==> config.mk <==
export PLATFORM = sky130hd
export DESIGN_NAME = dla_config
export DESIGN_NICKNAME = d
export VERILOG_FILES = /design/src/dla_pkg.sv /design/src/dla_config.sv
export SDC_FILE = /design/constraint.sdc
export NUM_CORES = 1
export LEC_CHECK = 0
export CAP_MARGIN = 5
export CELL_PAD_IN_SITES_DETAIL_PLACEMENT = 1
export CELL_PAD_IN_SITES_GLOBAL_PLACEMENT = 1
export CORE_ASPECT_RATIO = 0.9
export CORE_MARGIN = 3
export CORE_UTILIZATION = 43
export CTS_CLUSTER_SIZE = 8
export DETAILED_ROUTE_END_ITERATION = 8
export DONT_BUFFER_PORTS = 1
export PLACE_DENSITY_LB_ADDON = 0.1
export SLEW_MARGIN = 20
export SYNTH_ARGS = -nofsm -noshare
export SYNTH_HDL_FRONTEND = slang
export SYNTH_SLANG_ARGS = --single-unit
==> constraint.sdc <==
create_clock -name clk -period 3.9 [get_ports clk]
set_input_delay 0.195 -clock clk [delete_from_list [all_inputs] [get_ports clk]]
set_output_delay 0.195 -clock clk [all_outputs]
set_load 0.01 [all_outputs]
==> src/dla_pkg.sv <==
package dla_pkg;
	// configuration space sits in the 16-bit short address page
	localparam logic [15:0] CFG_BASE = 16'hc000;
	localparam int LA_SHIFT = 6; // 64 bytes of registers per address
	localparam logic [5:0] OFS_ADDR_ASSIGN = 6'h00;
	localparam logic [5:0] OFS_DEC_COUNT = 6'h06;
	localparam int LA_MSB = 7; // address field bits 7..0
	localparam logic [7:0] LA_DYNAMIC = 8'hff;
	localparam logic [7:0] CNT_SINGLE_A = 8'h00;
	localparam logic [7:0] CNT_SINGLE_B = 8'h01;
	localparam logic [7:0] CNT_SINGLE_C = 8'hff;
	localparam logic [15:0] READ_IDLE = 16'h0000;
	localparam int ENTITIES = 2; // independently decoded entities

	typedef enum logic [1:0] {
		ST_LOAD = 2'b00,
		ST_IDLE = 2'b01,
		ST_ACK = 2'b10
	} dla_state_t;

	// one access from the backplane, held by the master until acked
	typedef struct packed {
		logic strobe;
		logic write;
		logic [15:0] addr;
		logic [15:0] wdata;
	} dla_req_t;

	// the slave's answer
	typedef struct packed {
		logic dtack;
		logic [15:0] rdata;
	} dla_ans_t;
endpackage

==> src/dla_config.sv <==
`timescale 1ns/1ps
module dla_config (
	input wire logic clk, // 100 MHz bus interface clock
	input wire logic resetn, // system reset, active low
	input wire dla_pkg::dla_req_t req, // backplane access
	input wire logic modId, // this slot's select line, active high
	input wire logic [dla_pkg::ENTITIES-1:0][7:0] selector, // straps
	input wire logic [dla_pkg::ENTITIES-1:0][7:0] devCount, // group sizes
	output dla_pkg::dla_ans_t ans, // acknowledge and read data
	output logic selfTestGo, // count loaded, self-test may run
	output logic [dla_pkg::ENTITIES-1:0][7:0] logAddr // active addresses
);
	// hard-wired low bit count for a group of d devices
	function automatic logic [3:0] hardBits(input logic [7:0] d);
		logic [3:0] h;
		h = 4'h0;
		if (d == dla_pkg::CNT_SINGLE_A || d == dla_pkg::CNT_SINGLE_B ||
				d == dla_pkg::CNT_SINGLE_C) begin
			h = 4'h0;
		end else if (d > 8'h80) begin
			h = 4'h8;
		end else begin
			for (int i = 7; i >= 1; i--) begin
				if (d <= 8'(1 << i)) begin
					h = 4'(i);
				end
			end
		end
		return h;
	endfunction

	// mask of hard-wired bits
	function automatic logic [7:0] hardMask(input logic [7:0] d);
		logic [8:0] m;
		m = (9'h001 << hardBits(d)) - 9'h001;
		return m[7:0];
	endfunction

	dla_pkg::dla_state_t state_q, state_d;
	logic [dla_pkg::ENTITIES-1:0][7:0] la_q, la_d;
	logic [dla_pkg::ENTITIES-1:0][7:0] cnt_q, cnt_d;
	logic [dla_pkg::ENTITIES-1:0] dyn_q, dyn_d;
	dla_pkg::dla_ans_t ans_q, ans_d;
	logic go_q, go_d;
	logic [dla_pkg::ENTITIES-1:0] hit;
	logic [dla_pkg::ENTITIES-1:0] atTop;
	logic inPage;
	logic [7:0] reqLa;
	logic [5:0] reqOfs;

	assign inPage = (req.addr[15:14] == dla_pkg::CFG_BASE[15:14]);
	assign reqLa = req.addr[dla_pkg::LA_SHIFT +: 8];
	assign reqOfs = req.addr[dla_pkg::LA_SHIFT-1:0];

	// per-entity decode; only the first entity still at 255 shows there
	generate
		for (genvar e = 0; e < dla_pkg::ENTITIES; e++) begin : g_dec
			logic [7:0] m;
			logic [7:0] idx;
			assign m = hardMask(cnt_q[e]);
			assign idx = reqLa & m;
			assign atTop[e] = (la_q[e] == dla_pkg::LA_DYNAMIC);
			always_comb begin
				hit[e] = 1'b0;
				if (atTop[e]) begin
					hit[e] = modId && reqLa == dla_pkg::LA_DYNAMIC &&
						((atTop & dla_pkg::ENTITIES'((1 << e) - 1)) == '0);
				end else if ((reqLa & ~m) == (la_q[e] & ~m)) begin
					hit[e] = (m == 8'h00) || (idx < cnt_q[e]);
				end
			end
		end
	endgenerate

	// access sequencing and address register updates
	always_comb begin
		state_d = state_q;
		la_d = la_q;
		cnt_d = cnt_q;
		dyn_d = dyn_q;
		ans_d = ans_q;
		go_d = go_q;
		case (state_q)
			dla_pkg::ST_LOAD: begin
				cnt_d = devCount;
				go_d = 1'b1;
				state_d = dla_pkg::ST_IDLE;
			end
			dla_pkg::ST_IDLE: begin
				ans_d.dtack = 1'b0;
				if (req.strobe && inPage && |hit) begin
					state_d = dla_pkg::ST_ACK;
					ans_d.dtack = 1'b1;
					ans_d.rdata = dla_pkg::READ_IDLE;
					for (int e = dla_pkg::ENTITIES - 1; e >= 0; e--) begin
						if (hit[e] && !req.write &&
								reqOfs == dla_pkg::OFS_DEC_COUNT) begin
							ans_d.rdata = {8'h00, cnt_q[e]};
						end
					end
					for (int e = 0; e < dla_pkg::ENTITIES; e++) begin
						// moved on this edge, the same edge that raises the ack
						if (hit[e] && req.write && dyn_q[e] &&
								reqOfs == dla_pkg::OFS_ADDR_ASSIGN) begin
							la_d[e] = req.wdata[dla_pkg::LA_MSB:0] &
								~hardMask(cnt_q[e]);
						end
					end
				end
			end
			dla_pkg::ST_ACK: begin
				// hold acknowledge until master drops the strobe
				if (!req.strobe) begin
					ans_d.dtack = 1'b0;
					state_d = dla_pkg::ST_IDLE;
				end
			end
			default: begin
				state_d = dla_pkg::ST_IDLE;
				ans_d.dtack = 1'b0;
			end
		endcase
	end

	// registers; straps are sampled while reset is held
	always_ff @(posedge clk) begin
		if (!resetn) begin
			state_q <= dla_pkg::ST_LOAD;
			la_q <= selector;
			for (int e = 0; e < dla_pkg::ENTITIES; e++) begin
				dyn_q[e] <= (selector[e] == dla_pkg::LA_DYNAMIC);
			end
			cnt_q <= '0;
			ans_q <= '0;
			go_q <= 1'b0;
		end else begin
			state_q <= state_d;
			la_q <= la_d;
			cnt_q <= cnt_d;
			dyn_q <= dyn_d;
			ans_q <= ans_d;
			go_q <= go_d;
		end
	end

	assign ans = ans_q;
	assign selfTestGo = go_q;
	assign logAddr = la_q;
endmodule

==> results_dict.tcl <==
set metrics [dict create \
    die_w_um 105 \
    r2r_cells 18 \
    rsz0062_at_grt "yes" \
    hold_viol 1 \
    fillers 989 \
    grt_max_degree 27 \
    tightest_slew_ns 0.977 \
    num_rows 31 \
    seqCellArea_mm2 0.00112 \
    crit_required_ns 4.12 \
    clk_pin_slew_worst_paths_ns 0.10 \
    yosys_warnings 0 \
    worstSetupEndpointType "register" \
    ys_ff_latch 46 \
    routed_wirelength_um 14800 \
    coreArea_mm2 0.00830 \
    cts_tree "yes" \
    utilization_pct 57.7 \
    leakage_uw 0.00189 \
    initial_core_util_pct 45.6 \
    min_path_cells 2 \
    whs_ns -0.00510 \
    fin_nets 596 \
    hold_path_startpoint "devCount[0]" \
    postPlaceCellArea_mm2 0.00421 \
    dp.final_hpwl_um 10700 \
    netlist_area_mm2 0.00378 \
    io_pins 103 \
    power_density_mw_per_mm2 396 \
    cts-root-buf "clkbuf_8" \
    first_iter_violations 249 \
    area_growth_pct 26.5 \
    numCtsBuffers 5 \
    grt_usage_pct 28.9 \
    setup_slack_ns -0.124 \
    dieArea_mm2 0.00997 \
    hold_class "input pin to register" \
    insertion_delay_ns 0.32 \
    ir_worst_vdd_mv 0.193 \
    final_cell_mix "77 x buf_4, 49 x nand2_1, 25 x a21oi_1" \
    clock_skew_ns 0.00922 \
    drc 0 \
    maxCapViolCount 0 \
    multi_input_area_mm2 0.00257 \
    cp_max_fo 8 \
    synth-edff-count 18 \
    criticalPathCategory "register to register" \
    async_flop_share_pct 0 \
    num_antenna_cells 0 \
    fin_crit_ns 4.02 \
    netlist_instances 437 \
    via_per_inst 6.07 \
    r2r-start "cnt_q[1]" \
    startpoint "cnt_q[1]" \
    vias 3796 \
    yosysUniqueCellTypes 71 \
    slew_headroom_pct 34.8 \
    finalMaxSlewViolations 0 \
    min_period_over_period_pct 103 \
    synth_area_per_cell_um2 8.66 \
    grt_antenna_before_repair 0 \
    first_pass_iters 4 \
    gp_congestion 0.911 \
    timing.fmax_mhz 249 \
    overflow 0 \
    drive_gt1_share_pct 32.5 \
    setup_violations 19 \
    grt_pass1_wl_um 22300 \
    violations "hold timing, setup timing" \
    postLayoutCellArea_mm2 0.00479 \
    die_h_um 95.0 \
    cts.sinks 46 \
    routedWlPerCell_um 23.7 \
    io_buffers 0 \
    h-tree-depth 2 \
    status "finished, violations left" \
    layout_commonest_cell "buf_4" \
    ys_seq_area_share_pct 29.1 \
    arrival_ns 4.25 \
    synthFlopType "dfxtp_1" \
    grt_pass1_vias 4040 \
    ant_nets 0 \
    start_kind "register" \
    clockBufferDepth 2 \
]
critical path, stage by stage (launching register included):
cell and delay [ns]:
dfxtp_2 0.36, buf_4 0.15, or3_4 0.39, nor3_1 0.21, o21ai_0 0.14, buf_4 0.19
xor2_2 0.18, and2_1 0.14, ha_1 0.27, and4_4 0.25, nand3_4 0.09, nor4_4 0.21
o32a_1 0.22, a2111oi_4 0.05, a21o_2 0.26, buf_6 0.13, buf_6 0.11, o311a_4 0.35
a22o_1 0.21
final timing paths:
| path | slack (ns) | to |
|---|---|---|
| setup / recovery | -0.12 | ans[6] |
| hold / removal | -0.005 | cnt_q[0] |
| setup reg to reg | -0.12 | ans[6] |
| hold reg to reg | 0.50 | cnt_q[3] |
state kept, by name, indices dropped and copies added, names as in the netlist:
| signal | count |
|---|---|
| cnt_q | 16 |
| logAddr | 16 |
| ans | 9 |
| dyn_d | 2 |
| state_q | 2 |
| selfTestGo | 1 |
metal layers:
| layer | up-vias | part of all wire (%) | wire length [um] | GRT usage, % |
|---|---|---|---|---|
| met5 | - | 0 | 0 | 0 |
| met4 | 0 | 1.7 | 259 | 8.42 |
| met3 | 23 | 9.8 | 1460 | 9.09 |
| met2 | 181 | 47 | 6910 | 48.2 |
| met1 | 1845 | 42 | 6200 | 36.2 |
| li1 | 1747 | - | - | - |
cells in the mapped netlist, types with 3 or more instances:
cell type	instances	area, um^2
a2111oi_0	3	26.3
a211oi_1	3	22.5
a21o_1	4	30.0
a21oi_1	28	140
a22o_1	18	158
a31oi_1	5	31.3
and2_1	14	87.6
and4_1	3	26.3
buf_4	11	82.6
buf_6	4	45.0
clkbuf_1	7	26.3
clkbuf_8	11	151
dfxtp_1	28	561
edfxtp_1	18	541
ha_1	18	225
inv_1	22	82.6
mux2i_1	4	40.0
nand2_1	51	191
nand2b_1	4	25.0
nand3_1	10	50.1
nand3b_1	4	30.0
nand4_1	15	93.8
nor2_1	25	93.8
nor3_1	11	55.1
nor4_1	5	31.3
o2111ai_1	3	26.3
o21ai_0	13	65.1
o22ai_1	3	18.8
o2bb2ai_1	14	123
or2_2	3	18.8
or3_1	3	18.8
xnor2_1	11	96.3
xor2_1	9	78.8
area by class of cell:
type | count | share of cell area (%)
Multi-Input combinational cell | 340 | 53.7
Clock inverter | 3 | 0.523
Sequential cell | 46 | 23.4
Inverter | 22 | 1.83
Timing Repair Buffer | 94 | 16.1
Clock buffer | 5 | 1.44
Tap cell | 115 | 3.01
repair_timing:
action / CTS / global route
hold buffers: 2 / 3
pin swaps: 27 / 11
hold endpoints to repair: 2 / 3
setup endpoints to repair: 27 / 27
gates resized for setup: 47 / 20
setup buffers: 12 / 8
per-stage QoR:
stage | power (uW) | cells | setup WS, ns | TNS (ns) | hold slack [ns]
after floorplan | 1080 | 444 | 0.0331 | 0 | 0.331
after global placement | 1310 | 592 | -0.0282 | -0.215 | 0.337
after detailed placement | 1340 | 592 | -0.266 | -4.65 | 0.341
after CTS | 1760 | 614 | -0.0425 | -0.264 | 0.000420
after global routing | 2010 | 625 | -0.273 | -5.49 | 0.00338
final | 1890 | 625 | -0.124 | -1.44 | -0.00510
logic make-up (layout without fill, tap and decap cells):
logic type	Yosys count	count (layout)	synth area share, %
adder cells (fa/ha/maj)	18	18	5.95
other	1	8	0.0991
buffers and inverters	58	124	10.7
AO/OA/AOI/OAI	121	121	24.8
flip-flops	46	46	29.1
multiplexers	4	4	1.06
XOR/XNOR	20	20	4.63
AND/OR/NAND/NOR	169	169	23.6
power by group:
part / internal [uW] / switching [uW] / total, uW
Clock: 130 / 193 / 323
Combinational: 483 / 505 / 988
Sequential: 538 / 45.0 / 583
Total: 1150 / 743 / 1890
No activity file was read; power rests on OpenSTA's default activity.
